`src/qdd_pkg.sv`:
```
// constants, field layouts and carrier types of the dual quadrature decoder
// assumes an 8-bit processor i/o port with one-cycle read and write strobes
// Functional notes
// - two independent channels, each with one 8-bit position counter
// - sampling and counting happen only on prescaler timer pulses
// - each input filter rejects pulses shorter than one sample period
// - a channel takes two bits of one nibble; in-phase on odd bit, quadrature on even
// - entering, leaving or rewriting disabled selection never moves the counter
// - a wrap from FFh to 00h or from 00h to FFh raises the interrupt
// - status bits set with the interrupt; a status read clears both
// - status bit 7 marks channel two up-wrap, bit 6 its down-wrap
// - status bit 3 marks channel one up-wrap, bit 2 its down-wrap
// - status bits 5 and 1 always read zero
// - writing one to bit 4 or 0 clears channel two or one counter
// - control 7:6 picks channel two: 0x off, 10 bits 3:2, 11 bits 7:6
// - control 3:2 picks channel one: 0x off, 10 bits 1:0, 11 bits 5:4
// - control bits 5:4 are ignored
// - control 1:0 sets interrupt: 00 off, else priority 1 to 3
// - count registers at 0x94 and 0x96 return the live counter value
package qdd_pkg;
    localparam int unsigned QDD_CNT_W = 8;
    localparam logic [7:0] QDD_ADDR_STATUS = 8'h90;
    localparam logic [7:0] QDD_ADDR_CTRL = 8'h91;
    localparam logic [7:0] QDD_ADDR_CNT1 = 8'h94;
    localparam logic [7:0] QDD_ADDR_CNT2 = 8'h96;
    // status bit positions
    localparam int unsigned QDD_ST_C2_UP = 7;
    localparam int unsigned QDD_ST_C2_DN = 6;
    localparam int unsigned QDD_ST_C2_CLR = 4;
    localparam int unsigned QDD_ST_C1_UP = 3;
    localparam int unsigned QDD_ST_C1_DN = 2;
    localparam int unsigned QDD_ST_C1_CLR = 0;
    // control field positions (low bit of each 2-bit field)
    localparam int unsigned QDD_CT_C2_SEL = 6;
    localparam int unsigned QDD_CT_C1_SEL = 2;
    localparam int unsigned QDD_CT_PRI = 0;
    localparam logic [1:0] QDD_SEL_LOW = 2'h2;
    localparam logic [1:0] QDD_SEL_HIGH = 2'h3;
    localparam logic [1:0] QDD_PRI_OFF = 2'h0;
    localparam logic [7:0] QDD_CTRL_RESET = 8'h00;
    localparam logic [7:0] QDD_CNT_RESET = 8'h00;
    localparam logic [7:0] QDD_CNT_MAX = 8'hFF;

    // one channel's filtered pair
    typedef struct packed {
        logic in_phase;
        logic quad;
    } qdd_pair_type;

    // wrap events of one channel
    typedef struct packed {
        logic up;
        logic down;
    } qdd_wrap_type;
endpackage

```
`src/qdd_channel.sv`:
```
// one decoder channel: input filter, gray-code step and 8-bit counter
// assumes sample_i is a one-cycle pulse from the prescaler timer
module qdd_channel
    import qdd_pkg::*;
#(
    parameter int unsigned CNT_W = QDD_CNT_W
)
(
    input wire logic clk_i,
    input wire logic reset_n_i,
    input wire logic sample_i,
    input wire logic enable_i,
    input wire qdd_pair_type raw_i,
    input wire logic clear_i,
    output logic [CNT_W-1:0] count_o,
    output qdd_wrap_type wrap_o
);
    // the reset value constant is only as wide as the documented counter
    if (CNT_W < 2 || CNT_W > $bits(QDD_CNT_RESET))
    begin : g_bad_width
        $error("counter width out of range");
    end

    qdd_pair_type samp_q;
    qdd_pair_type filt_q;
    qdd_pair_type filt_d;
    logic primed_q;
    logic [CNT_W-1:0] count_q;
    logic step_up;
    logic step_dn;
    localparam logic [CNT_W-1:0] ONE = {{(CNT_W-1){1'b0}}, 1'b1};
    localparam logic [CNT_W-1:0] ZERO = '0;
    localparam logic [CNT_W-1:0] FULL = '1;

    // --------------------------------------------------------------
    // input filter
    // --------------------------------------------------------------
    // a level passes only after two equal samples, so shorter pulses die
    always_comb
    begin
        filt_d = filt_q;
        if (samp_q.in_phase == raw_i.in_phase)
        begin
            filt_d.in_phase = raw_i.in_phase;
        end
        if (samp_q.quad == raw_i.quad)
        begin
            filt_d.quad = raw_i.quad;
        end
    end

    always_ff @(posedge clk_i)
    begin
        if (!reset_n_i)
        begin
            samp_q <= '0;
            filt_q <= '0;
        end
        else if (sample_i)
        begin
            samp_q <= raw_i;
            // until primed the filter is re-seeded from the pins, so a
            // change of nibble on enabling never settles into a step
            filt_q <= (enable_i && primed_q) ? filt_d : raw_i;
        end
    end

    // disabled channel holds its count; the first enabled sample re-seeds
    // the reference without stepping, so enable changes never count
    always_ff @(posedge clk_i)
    begin
        if (!reset_n_i)
        begin
            primed_q <= 1'b0;
        end
        else if (!enable_i)
        begin
            primed_q <= 1'b0;
        end
        else if (sample_i)
        begin
            primed_q <= 1'b1;
        end
    end

    // --------------------------------------------------------------
    // direction decode
    // --------------------------------------------------------------
    // forward gray order 00-01-11-10 on (in_phase, quad)
    always_comb
    begin
        step_up = 1'b0;
        step_dn = 1'b0;
        if (sample_i && enable_i && primed_q && filt_d != filt_q)
        begin
            step_up = (filt_q.in_phase ^ filt_d.quad);
            step_dn = ~step_up;
        end
    end

    // --------------------------------------------------------------
    // counter
    // --------------------------------------------------------------
    always_ff @(posedge clk_i)
    begin
        if (!reset_n_i)
        begin
            count_q <= QDD_CNT_RESET[CNT_W-1:0];
        end
        else if (clear_i)
        begin
            count_q <= ZERO;
        end
        else if (step_up)
        begin
            count_q <= count_q + ONE;
        end
        else if (step_dn)
        begin
            count_q <= count_q - ONE;
        end
    end

    // one-cycle wrap events; a clear suppresses them
    always_comb
    begin
        wrap_o.up = !clear_i && step_up && count_q == FULL;
        wrap_o.down = !clear_i && step_dn && count_q == ZERO;
    end

    assign count_o = count_q;
endmodule

```
`src/qdd_dual_quadrature_decoder.sv`:
```
// top of the dual quadrature decoder: i/o registers and pin routing
// assumes io strobes are one-cycle pulses synchronous to clk_i
module qdd_dual_quadrature_decoder
    import qdd_pkg::*;
(
    input wire logic clk_i,
    input wire logic reset_n_i,
    input wire logic prescaler_timer_output_i,
    input wire logic [7:0] port_i,
    input wire logic [7:0] io_addr_i,
    input wire logic [7:0] io_wdata_i,
    input wire logic io_wr_i,
    input wire logic io_rd_i,
    output logic [7:0] io_rdata_o,
    output logic irq_o,
    output logic [1:0] irq_priority_o
);
    logic [7:0] ctrl_q;
    logic [7:0] status_q;
    logic [7:0] rdata_q;
    logic wr_status;
    logic rd_status;
    logic [1:0] sel [2];
    logic [1:0] clr;
    qdd_pair_type raw [2];
    qdd_wrap_type wrap [2];
    logic [7:0] count [2];

    assign wr_status = io_wr_i && io_addr_i == QDD_ADDR_STATUS;
    assign rd_status = io_rd_i && io_addr_i == QDD_ADDR_STATUS;
    assign sel[0] = ctrl_q[QDD_CT_C1_SEL +: 2];
    assign sel[1] = ctrl_q[QDD_CT_C2_SEL +: 2];
    assign clr[0] = wr_status && io_wdata_i[QDD_ST_C1_CLR];
    assign clr[1] = wr_status && io_wdata_i[QDD_ST_C2_CLR];

    // --------------------------------------------------------------
    // pin routing and channels
    // --------------------------------------------------------------
    // channel 0 uses nibble bits 1:0 or 5:4, channel 1 bits 3:2 or 7:6
    genvar g;
    generate
        for (g = 0; g < 2; g++)
        begin : g_ch
            localparam int unsigned LO = 2 * g;
            always_comb
            begin
                if (sel[g] == QDD_SEL_HIGH)
                begin
                    raw[g].in_phase = port_i[LO + 5];
                    raw[g].quad = port_i[LO + 4];
                end
                else
                begin
                    raw[g].in_phase = port_i[LO + 1];
                    raw[g].quad = port_i[LO];
                end
            end

            qdd_channel #(
                .CNT_W(QDD_CNT_W)
            ) u_ch (
                .clk_i(clk_i),
                .reset_n_i(reset_n_i),
                .sample_i(prescaler_timer_output_i),
                .enable_i(sel[g][1]),
                .raw_i(raw[g]),
                .clear_i(clr[g]),
                .count_o(count[g]),
                .wrap_o(wrap[g])
            );
        end
    endgenerate

    // --------------------------------------------------------------
    // control register
    // --------------------------------------------------------------
    always_ff @(posedge clk_i)
    begin
        if (!reset_n_i)
        begin
            ctrl_q <= QDD_CTRL_RESET;
        end
        else if (io_wr_i && io_addr_i == QDD_ADDR_CTRL)
        begin
            ctrl_q <= io_wdata_i & 8'hCF;
        end
    end

    // --------------------------------------------------------------
    // wrap status
    // --------------------------------------------------------------
    // a wrap in the cycle of the clearing read stays set: set wins
    always_ff @(posedge clk_i)
    begin
        if (!reset_n_i)
        begin
            status_q <= '0;
        end
        else
        begin
            // unused and write-only positions stay zero
            status_q <= '0;
            status_q[QDD_ST_C2_UP] <= wrap[1].up ||
                (status_q[QDD_ST_C2_UP] && !rd_status);
            status_q[QDD_ST_C2_DN] <= wrap[1].down ||
                (status_q[QDD_ST_C2_DN] && !rd_status);
            status_q[QDD_ST_C1_UP] <= wrap[0].up ||
                (status_q[QDD_ST_C1_UP] && !rd_status);
            status_q[QDD_ST_C1_DN] <= wrap[0].down ||
                (status_q[QDD_ST_C1_DN] && !rd_status);
        end
    end

    // --------------------------------------------------------------
    // read data
    // --------------------------------------------------------------
    always_ff @(posedge clk_i)
    begin
        if (!reset_n_i)
        begin
            rdata_q <= 8'h00;
        end
        else if (io_rd_i)
        begin
            case (io_addr_i)
                QDD_ADDR_STATUS: rdata_q <= status_q;
                QDD_ADDR_CNT1: rdata_q <= count[0];
                QDD_ADDR_CNT2: rdata_q <= count[1];
                default: rdata_q <= 8'h00;
            endcase
        end
    end

    assign io_rdata_o = rdata_q;
    // interrupt follows status and is gated by the priority field
    assign irq_o = (ctrl_q[QDD_CT_PRI +: 2] != QDD_PRI_OFF) &&
        (status_q != 8'h00);
    assign irq_priority_o = ctrl_q[QDD_CT_PRI +: 2];
endmodule

```
`config.mk`:
```
export PLATFORM = sky130hd
export DESIGN_NAME = qdd_dual_quadrature_decoder
export DESIGN_NICKNAME = d
export VERILOG_FILES = /design/src/qdd_pkg.sv /design/src/qdd_channel.sv /design/src/qdd_dual_quadrature_decoder.sv
export SDC_FILE = /design/constraint.sdc
export NUM_CORES = 1
export LEC_CHECK = 0
export BUFFER_PORTS_ARGS = -buffer_cell sky130_fd_sc_hd__buf_2
export CORE_UTILIZATION = 35
export CTS_CLUSTER_SIZE = 40
export DETAILED_ROUTE_END_ITERATION = 6
export GPL_TIMING_DRIVEN = 1
export HOLD_SLACK_MARGIN = 0.03
export SLEW_MARGIN = 10
export SYNTH_ARGS = -nofsm -noshare
export SYNTH_HDL_FRONTEND = slang
export SYNTH_SLANG_ARGS = --single-unit
```
`constraint.sdc`:
```
create_clock -name clk_i -period 7.6 [get_ports clk_i]
set_clock_uncertainty 0.1 [all_clocks]
set_input_delay 1.9 -clock clk_i [delete_from_list [all_inputs] [get_ports clk_i]]
set_output_delay 1.9 -clock clk_i [all_outputs]
set_load 0.05 [all_outputs]
```
==> results.cfg, run 1 <==
[route]
drt-initial-drc-count = 101
routed_wl_um = 6027
postRouteAntennaNets = 0
drt_pre_antenna_iters = 4
drc = 0
via_count = 2384
vias_per_cell = 5.286
drt-wirelength-per-cell_um = 13.36

[critical_path]
cp_max_fo = 9
start_kind = input port
crit_type = input port to register
cp_data_arrival_time_ns = 5.05
cp_data_required_time_ns = 7.72
r2r_slack_ns = 3.82
endpoint_kind = register

[synthesis]
synth_area_per_cell_um2 = 8.609
synth-adder-area-share = 0.06925
synth_top_family_by_area = simple AND/OR/NAND/NOR gates
syn_nets = 362
yosys.area.top_type = dfxtp_1
async_flop_share = 0
synth_flop_cell = dfxtp_1
synthXorXnorAreaFrac = 0.04146
synth_top_area_share = 0.3207
synth_seq_cells = 44
synth_cell_type_count = 53
syn-cell-area_um2 = 2746
ys_seq_area_frac = 0.3207
synth_compound_area_frac = 0.2187
post-synth-top-count-cell = dfxtp_1
muxShareOfSynthArea = 0.07836
synth_simple_gate_area_frac = 0.2323
syn_inst = 319
ys_warn_count = 0
synth_area_leaders = dfxtp_1, mux2i_1, ha_1, nand2_1, a21oi_1
synthTopCellsByCount = dfxtp_1, nand2_1, nor2_1, a21oi_1, mux2i_1
synth-edff-count = 0

[clocking]
clk_pin_slew_worst_paths_ns = 0.08
holdBufCountCts = 0
cts_tree = done
cts_buffers = 5
cts-resized-gates = 0
clockBufferDepth = 2
clock_latency_ns = 0.30
htree_levels = 2
cts.sinks = 44
cts-root-buf = clkbuf_8
post_cts_buffers = 0

[timing]
final-hold-violation-count = 0
final_max_slew_viol_count = 0
slew_headroom = 0.3144
clock.fmax_mhz = 203.1
setup_slack_ns = 2.677
fin_crit_ns = 4.923
period_share = 0.6478
setup_violations = 0
tightest_slew_ns = 1.019
setup_tns_ns = 0
rsz0062_at_grt = false
holdWs_ns = 0.3855

[grt]
grt_start_max_net_pins = 29
grt_pass1_vias = 2136
gr-total-overflow = 0
grt_pass1_wl_um = 10120
antenna_found_initial = 0
track_usage = 0.1503

[placement]
portBuffers = 38
routabilityCongestion = 0.8007
dpl.hpwl_um = 4625
postPlaceCellArea_um2 = 2994
pre_cts_ws_ns = 2.351

[floorplan]
num_rows = 31
ioPinCount = 40
die_w_um = 90.58
core_um2 = 7408
chipHeight_um = 90.58
initial_core_util = 0.3707
die_area_um2 = 8205

[layout]
area_growth_pct = 12.44
nNetsFinal = 394
postLayoutCellArea_um2 = 3088
final_layout_size_suffix_gt1_frac = 0.1676
num-fill-cells = 727
diodes = 0

[power_and_ir_drop]
p_leak_nw = 1.230
power_frac_comb = 0.087
internal-power_uw = 324.2
p_seq_frac = 0.553
p_per_area_nw_per_um2 = 138.9
vdd_drop_max_mv = 0.06712
swShare = 0.2443
switchingPower_uw = 104.8
pwr-share-clk = 0.360

[flow_run]
maxCapViolations = 0

[min_path]
hold_class = register to register

[status]
status = finished clean
[cell usage in the layout (no fill, tap or decap), types with 3 or more instances in the layout]
cell / n
o21a_1: 5
buf_2: 38
nor2b_1: 7
a21boi_0: 7
nand2b_1: 7
a21o_1: 3
or3_1: 3
nand4_1: 5
nor2_1: 21
nand3_1: 14
mux2i_1: 17
ha_1: 12
a21oi_1: 20
inv_1: 11
o21ai_0: 11
clkbuf_8: 6
and2_1: 8
nand3b_1: 7
dfxtp_1: 44
xnor2_1: 10
nand2_1: 34
o211ai_1: 3
o211a_1: 7
a31oi_1: 5
o22ai_1: 4
nor4_1: 7
mux2_2: 4
xor2_1: 3
[power groups by stage]
stage / Sequential, mW / Clock, mW / Combinational (mW)
after CTS: 0.237 / 0.160 / 0.0375
after global routing: 0.238 / 0.171 / 0.0412
after detailed placement: 0.243 / 0 / 0.0373
final: 0.237 / 0.155 / 0.0373
after global placement: 0.242 / 0 / 0.0370
after floorplan: 0.241 / 0 / 0.0259
[flip-flops by register name, indices dropped and copies added, names as in the netlist]
name                flops
g_ch.u_ch.primed_q      2
g_ch.u_ch.samp_q        4
ctrl_q                  6
io_rdata_o              8
g_ch.u_ch.count_o      16
g_ch.u_ch.filt_q        4
status_q                4
[kinds of logic after synthesis]
logic type / count (synthesis)
adders and majority gates: 14
buffers and inverters: 24
AOI/OAI and AO/OA: 82
xor gates and xnor gates: 13
DFF: 44
muxes: 21
and+or+nand+nor: 121
[routing by layer]
layer	track usage	share of wire
met3	0.03114	0.046
met4	0.04032	0.0075
met2	0.2191	0.43
met1	0.2216	0.52
met5	0	0
[worst max-delay path, stage by stage]
cell      delay (ns)
buf_2           0.10
a21boi_0        0.32
or2_2           0.18
nand3b_1        0.11
a41oi_2         0.46
nand2_1         0.38
ha_1            0.39
a21o_1          0.18
a21oi_1         0.26
o31ai_1         0.16
xor2_1          0.16
or3_1           0.31
a21oi_1         0.13
[per-stage QoR]
| stage | instances | total power [mW] | util |
|---|---|---|---|
| floorplan | 319 | 0.2670 | - |
| global placement | 443 | 0.2794 | 0.4042 |
| detailed placement | 443 | 0.2799 | 0.4042 |
| CTS | 451 | 0.4347 | 0.4168 |
| global route | 451 | 0.4506 | 0.4168 |
| finish | 451 | 0.4290 | 0.4168 |
[final timing paths]
check | start | endpoint | cells past startpoint
max | port_i[0] | g_ch[0].u_ch.count_o[7] | 13
min | io_rdata_o[5] | io_rdata_o[5] | 2
max reg2reg | ctrl_q[3] | g_ch[0].u_ch.count_o[7] | 12
min reg2reg | io_rdata_o[5] | io_rdata_o[5] | 2
[area by class of cell]
class                   count  area (µm²)  area share
repair buffers             38       190.2     0.06159
clock buffers               7       86.33     0.02796
multi-input cells         251        1758      0.5693
clock inverters             1       7.507    0.002431
inverters                  11       41.29     0.01337
flip-flops and latches     44       880.8      0.2853
well taps                  99       123.9     0.04011
No activity file was read; power rests on OpenSTA's default activity.
==> inputs of run 2 (changes only) <==
Clock period 7.6 ns to 4.8 ns, I/O delays scaled along.
==> run 2 against run 1 <==
- clock power rose to 2.6 times the previous value
- via count up 1.0%
- critical path depth rose by 1
- highest routed layer unchanged
==> results.cfg, run 2 (synthesis gave the netlist of run 1 again) <==
[critical_path]
crit_chain = buf_2 -> a21boi_0 -> or2_2 -> nand3b_1 -> a41oi_2 -> buf_4 -> nand2_1 -> ha_1 -> a21o_1 -> a21oi_1 -> o31ai_1 -> xor2_1 -> or3_1 -> a21oi_1
cp_data_arrival_time_ns = 4.06
start_kind = input port
rr_endpoint = g_ch[1].u_ch.count_o[7]
cpMostUsedCell = a21oi_1
r2r_slack_ns = 1.27
cp_max_fo = 9
cp_data_required_time_ns = 4.94
crit_buf_inv = 2
reg2reg_from = ctrl_q[7]
endpoint_kind = register
crit_family = compound AO/OA/AOI/OAI gates
critPathSlowestCell = ha_1
max_stage_delay_ns = 0.36
crit_type = input port to register
rr_worst_depth = 12

[floorplan]
die_area_um2 = 8205
num_rows = 31
ioPinCount = 40
chipHeight_um = 90.58
core_um2 = 7408
die_w_um = 90.58
initial_core_util = 0.3707

[layout]
stdcell_count = 452
final_layout_size_suffix_gt1_frac = 0.1728
layout_commonest_cell = dfxtp_1
area_growth_pct = 15.08
postLayoutCellArea_um2 = 3161
layout_common_cells = dfxtp_1, buf_2, nand2_1, nor2_1, a21oi_1
diodes = 0
nNetsFinal = 395
largest_reg_flops = 16

[route]
postRouteAntennaNets = 0
drt-initial-drc-count = 42
via_count = 2409
routed_wl_um = 6260
vias_per_cell = 5.330
drt_pre_antenna_iters = 4
drt-wirelength-per-cell_um = 13.85
drc = 0

[grt]
grt_pass1_vias = 2122
antenna_found_initial = 0
track_usage = 0.1516
grt_start_max_net_pins = 29
grt_pass1_wl_um = 10160
gr-total-overflow = 0

[timing]
rsz0062_at_grt = false
clock.fmax_mhz = 255.3
period_share = 0.8161
final_max_slew_viol_count = 0
holdWs_ns = 0.3852
setup_tns_ns = 0
final-hold-violation-count = 0
slew_headroom = 0.3710
setup_violations = 0
fin_crit_ns = 3.917
tightest_slew_ns = 0.9349

[clocking]
cts.sinks = 44
clockBufferDepth = 2
htree_levels = 2
clock_latency_ns = 0.31
holdBufCountCts = 0
cts-root-buf = clkbuf_8
cts_tree = done
cts-resized-gates = 0
cts_buffers = 5
clk_pin_slew_worst_paths_ns = 0.09
post_cts_buffers = 0

[power_and_ir_drop]
p_leak_nw = 1.269
p_per_area_nw_per_um2 = 263.9
totalPowerFinal_uw = 834.1
vdd_drop_max_mv = 0.1335

[placement]
portBuffers = 38
dp.cells = 444
routabilityCongestion = 0.7977
postPlaceCellArea_um2 = 3002
dpl.hpwl_um = 4673

[min_path]
whs_path_depth = 2
hp-start = io_rdata_o[1]
hold_class = register to register
hold_path_end = io_rdata_o[1]

[flow_run]
maxCapViolations = 0

[status]
status = finished clean
==> run 2: cell count changes in the layout (fill, tap and decap cells not counted) <==
| cell | previous run | this run |
|---|---|---|
| clkinvlp_4 | 1 | 0 |
| buf_4 | 0 | 1 |
| clkbuf_8 | 6 | 5 |
| clkbuf_1 | 1 | 0 |
| bufinv_16 | 0 | 3 |
==> run 2: final cells by class <==
cell class | instances | area, µm²
multi-input combinational | 251 | 1758
sequential | 44 | 880.8
clock buffer | 5 | 68.82
timing repair buffer | 39 | 197.7
fill | 769 | 4248
tap | 99 | 123.9
inverter | 11 | 41.29
clock inverter | 3 | 90.09
==> run 2: metal layers <==
layer	vias up	share of wire	track usage
li1	1234	-	-
met1	1123	0.52	0.2140
met2	42	0.43	0.2279
met3	10	0.044	0.04040
met4	0	0.012	0.03629
met5	-	0	0
==> run 2: tightest hold or removal path, delay by kind of cell (launching register included) <==
| kind | cells | cell delay [ns] |
|---|---|---|
| DFF | 1 | 0.32 |
| AOI/OAI and AO/OA | 1 | 0.07 |
| and+or+nand+nor | 1 | 0.06 |
==> run 2: report_power, final <==
part / total (mW) / internal, mW / switching (mW)
clock: 0.399 / 0.260 / 0.139
combinational: 0.0592 / 0.0270 / 0.0323
sequential: 0.376 / 0.369 / 0.00621
total: 0.834 / 0.657 / 0.177
==> run 2: worst max-delay path by stage <==
| stage | start | end | cells after the start |
|---|---|---|---|
| after detailed placement | port_i[0] | g_ch[0].u_ch.count_o[7] | 14 |
| after CTS | port_i[0] | g_ch[0].u_ch.count_o[7] | 14 |
| after global routing | port_i[0] | g_ch[0].u_ch.count_o[7] | 14 |
| after global placement | port_i[0] | g_ch[0].u_ch.count_o[7] | 14 |
| final | port_i[0] | g_ch[0].u_ch.count_o[7] | 14 |
| after floorplan | port_i[0] | g_ch[0].u_ch.count_o[7] | 12 |
==> run 2: through the flow <==
step / util / setup slack [ns]
6_report: 0.4266 / 0.8829
5_1_grt: 0.4266 / 0.5674
4_1_cts: 0.4266 / 0.8869
3_5_place_dp: 0.4052 / 0.5645
3_3_place_gp: 0.4052 / 0.6075
2_1_floorplan: - / 0.8691
==> inputs of run 3 (changes only) <==
Settings changed: ABC_AREA from default to 1.
Clock period 4.8 ns to 3.7 ns, I/O delays scaled along.
==> run 3 against run 2 <==
- clock-buffer cell count increased by 2
- register-to-register slack got worse by 0.31 ns
- power increased by 6.8%
- utilization decreased by 0.27 points
- synthesized cell count increased by 28%
- critical path type unchanged
- critical endpoint unchanged
- largest cell class unchanged
- largest power group is now registers
- highest routed layer unchanged
==> results.cfg, run 3 <==
[floorplan]
ioPinCount = 40
num_rows = 31
initial_core_util = 0.3688
chipHeight_um = 90.12
die_area_um2 = 8121
die_w_um = 90.12
core_um2 = 7370

[critical_path]
r2r_slack_ns = 0.96
cp_data_arrival_time_ns = 3.15
start_kind = input port
crit_type = input port to register
critPathSlowestCell = ha_1
cpMostUsedCell = nand2_1
endpoint_kind = register
cp_max_fo = 7
crit_chain = buf_2 -> nand3_1 -> nand2_1 -> nand2_1 -> nand2_1 -> nand2_1 -> nand2_1 -> nor2_1 -> inv_1 -> ha_1 -> nand3_1 -> nand2_1 -> nand2_1 -> nand2_1 -> inv_1 -> nand3_1 -> nand3_1 -> nand2_1 -> inv_1 -> nor2_1
cp_data_required_time_ns = 3.85
max_stage_delay_ns = 0.41

[synthesis]
async_flop_share = 0
ys_seq_area_frac = 0.3241
synth_cell_type_count = 26
syn_nets = 452
yosys.area.top_type = dfxtp_1
synth_top_area_share = 0.3241
synthTopCellsByCount = nand2_1, inv_1, nand3_1, dfxtp_1, a21oi_1
synth_seq_cells = 44
synth_area_per_cell_um2 = 6.645
synth-adder-area-share = 0.06998
post-synth-top-count-cell = nand2_1
syn_inst = 409
synth_simple_gate_area_frac = 0.3218
syn-cell-area_um2 = 2718
synth_top_family_by_area = simple AND/OR/NAND/NOR gates
muxShareOfSynthArea = 0
synth_flop_cell = dfxtp_1
synthXorXnorAreaFrac = 0.03545
ys_warn_count = 0
synth_area_leaders = dfxtp_1, nand2_1, nand3_1, a21oi_1, inv_1
synth-edff-count = 0
synth_compound_area_frac = 0.1598

[route]
postRouteAntennaNets = 0
drc = 0
drt-initial-drc-count = 122
routed_wl_um = 6374
drt-wirelength-per-cell_um = 11.57
vias_per_cell = 4.924
via_count = 2713
drt_pre_antenna_iters = 4

[layout]
final_layout_size_suffix_gt1_frac = 0.1239
nNetsFinal = 494
largest_reg_flops = 16
area_growth_pct = 14.96
layout_commonest_cell = nand2_1
diodes = 0
stdcell_count = 551
layout_common_cells = nand2_1, inv_1, nand3_1, dfxtp_1, a21oi_1

[clocking]
clk_pin_slew_worst_paths_ns = 0.08
htree_levels = 2
cts.sinks = 44
holdBufCountCts = 0
cts-root-buf = clkbuf_8
cts_tree = done
clockBufferDepth = 2
clock_latency_ns = 0.30
cts-resized-gates = 0
post_cts_buffers = 0
cts_buffers = 5

[grt]
grt_pass1_vias = 2533
track_usage = 0.1681
antenna_found_initial = 0
gr-total-overflow = 0
grt_start_max_net_pins = 23
grt_pass1_wl_um = 11270

[placement]
dp.cells = 543
routabilityCongestion = 0.8031
portBuffers = 38
dpl.hpwl_um = 4908

[timing]
final-hold-violation-count = 0
period_share = 0.8120
slew_headroom = 0.4603
tightest_slew_ns = 0.8087
setup_violations = 0
final_max_slew_viol_count = 0
setup_tns_ns = 0
rsz0062_at_grt = false
fin_crit_ns = 3.005
clock.fmax_mhz = 332.8

[flow_run]
maxCapViolations = 0

[power_and_ir_drop]
p_per_area_nw_per_um2 = 285.1
switchingPower_uw = 229.4
p_seq_frac = 0.544
vdd_drop_max_mv = 0.1120
power_frac_comb = 0.091
internal-power_uw = 661.4
p_leak_nw = 1.405
pwr-share-clk = 0.365
swShare = 0.2575

[min_path]
hold_class = register to register

[status]
status = finished clean
-- run 3: logic make-up (layout without fill, tap and decap cells) --
logic type	after synthesis	after routing
and+or+nand+nor	200	200
AOI/OAI and AO/OA	79	79
buffers and inverters	61	104
DFF	44	44
adders and majority gates	14	14
xor gates and xnor gates	11	11
-- run 3: power by group through the flow --
| stage | Combinational, mW | Sequential [mW] | Clock (mW) |
|---|---|---|---|
| after global placement | 0.0798 | 0.496 | 0 |
| after detailed placement | 0.0813 | 0.496 | 0 |
| after CTS | 0.0816 | 0.485 | 0.335 |
| final | 0.0810 | 0.485 | 0.325 |
| after global routing | 0.0939 | 0.486 | 0.356 |
| after floorplan | 0.0516 | 0.495 | 0 |
-- run 3: area by class of cell --
class                      count  area [µm²]
fill                         796        4245
clock inverter                 1       7.507
clock buffer                   7       86.33
tap                           99       123.9
timing repair buffer          44       235.2
inverter                      52       195.2
multi-input combinational    304        1595
sequential                    44       880.8
-- run 3: stage by stage --
stage	setup slack [ns]	utilization	hold slack [ns]	instance area [µm²]	power, mW
6_report	0.6954	0.4239	0.3653	3124	0.8908
5_1_grt	0.3419	0.4239	0.3796	3124	0.9364
4_1_cts	0.7043	0.4239	0.3675	3124	0.9014
3_5_place_dp	0.3920	0.4112	0.3541	3030	0.5773
3_3_place_gp	0.4373	0.4112	0.3579	3030	0.5755
2_1_floorplan	0.6507	-	0.3438	2718	0.5462
-- run 3: path summary, 6_finish.rpt --
path,startpoint,endpoint,cells past startpoint
min,io_rdata_o[1],io_rdata_o[1],2
max,port_i[4],g_ch[0].u_ch.count_o[7],20
min reg2reg,io_rdata_o[1],io_rdata_o[1],2
max reg2reg,ctrl_q[3],g_ch[0].u_ch.count_o[7],20
-- run 3: per-layer routing --
layer | share of wire | vias up | global-route usage | routed length (µm)
met5 | 0 | - | 0 | 0
met4 | 0.023 | 0 | 0.08199 | 146
met3 | 0.022 | 10 | 0.02284 | 140
met2 | 0.47 | 26 | 0.2837 | 3012
met1 | 0.48 | 1217 | 0.2097 | 3073
li1 | - | 1460 | - | -
-- run 3: worst max-delay path, delay by kind of cell --
kind                     cells  cell delay (ns)
AND/OR/NAND/NOR             15             1.47
buffers and inverters        4             0.35
adder cells (fa/ha/maj)      1             0.41
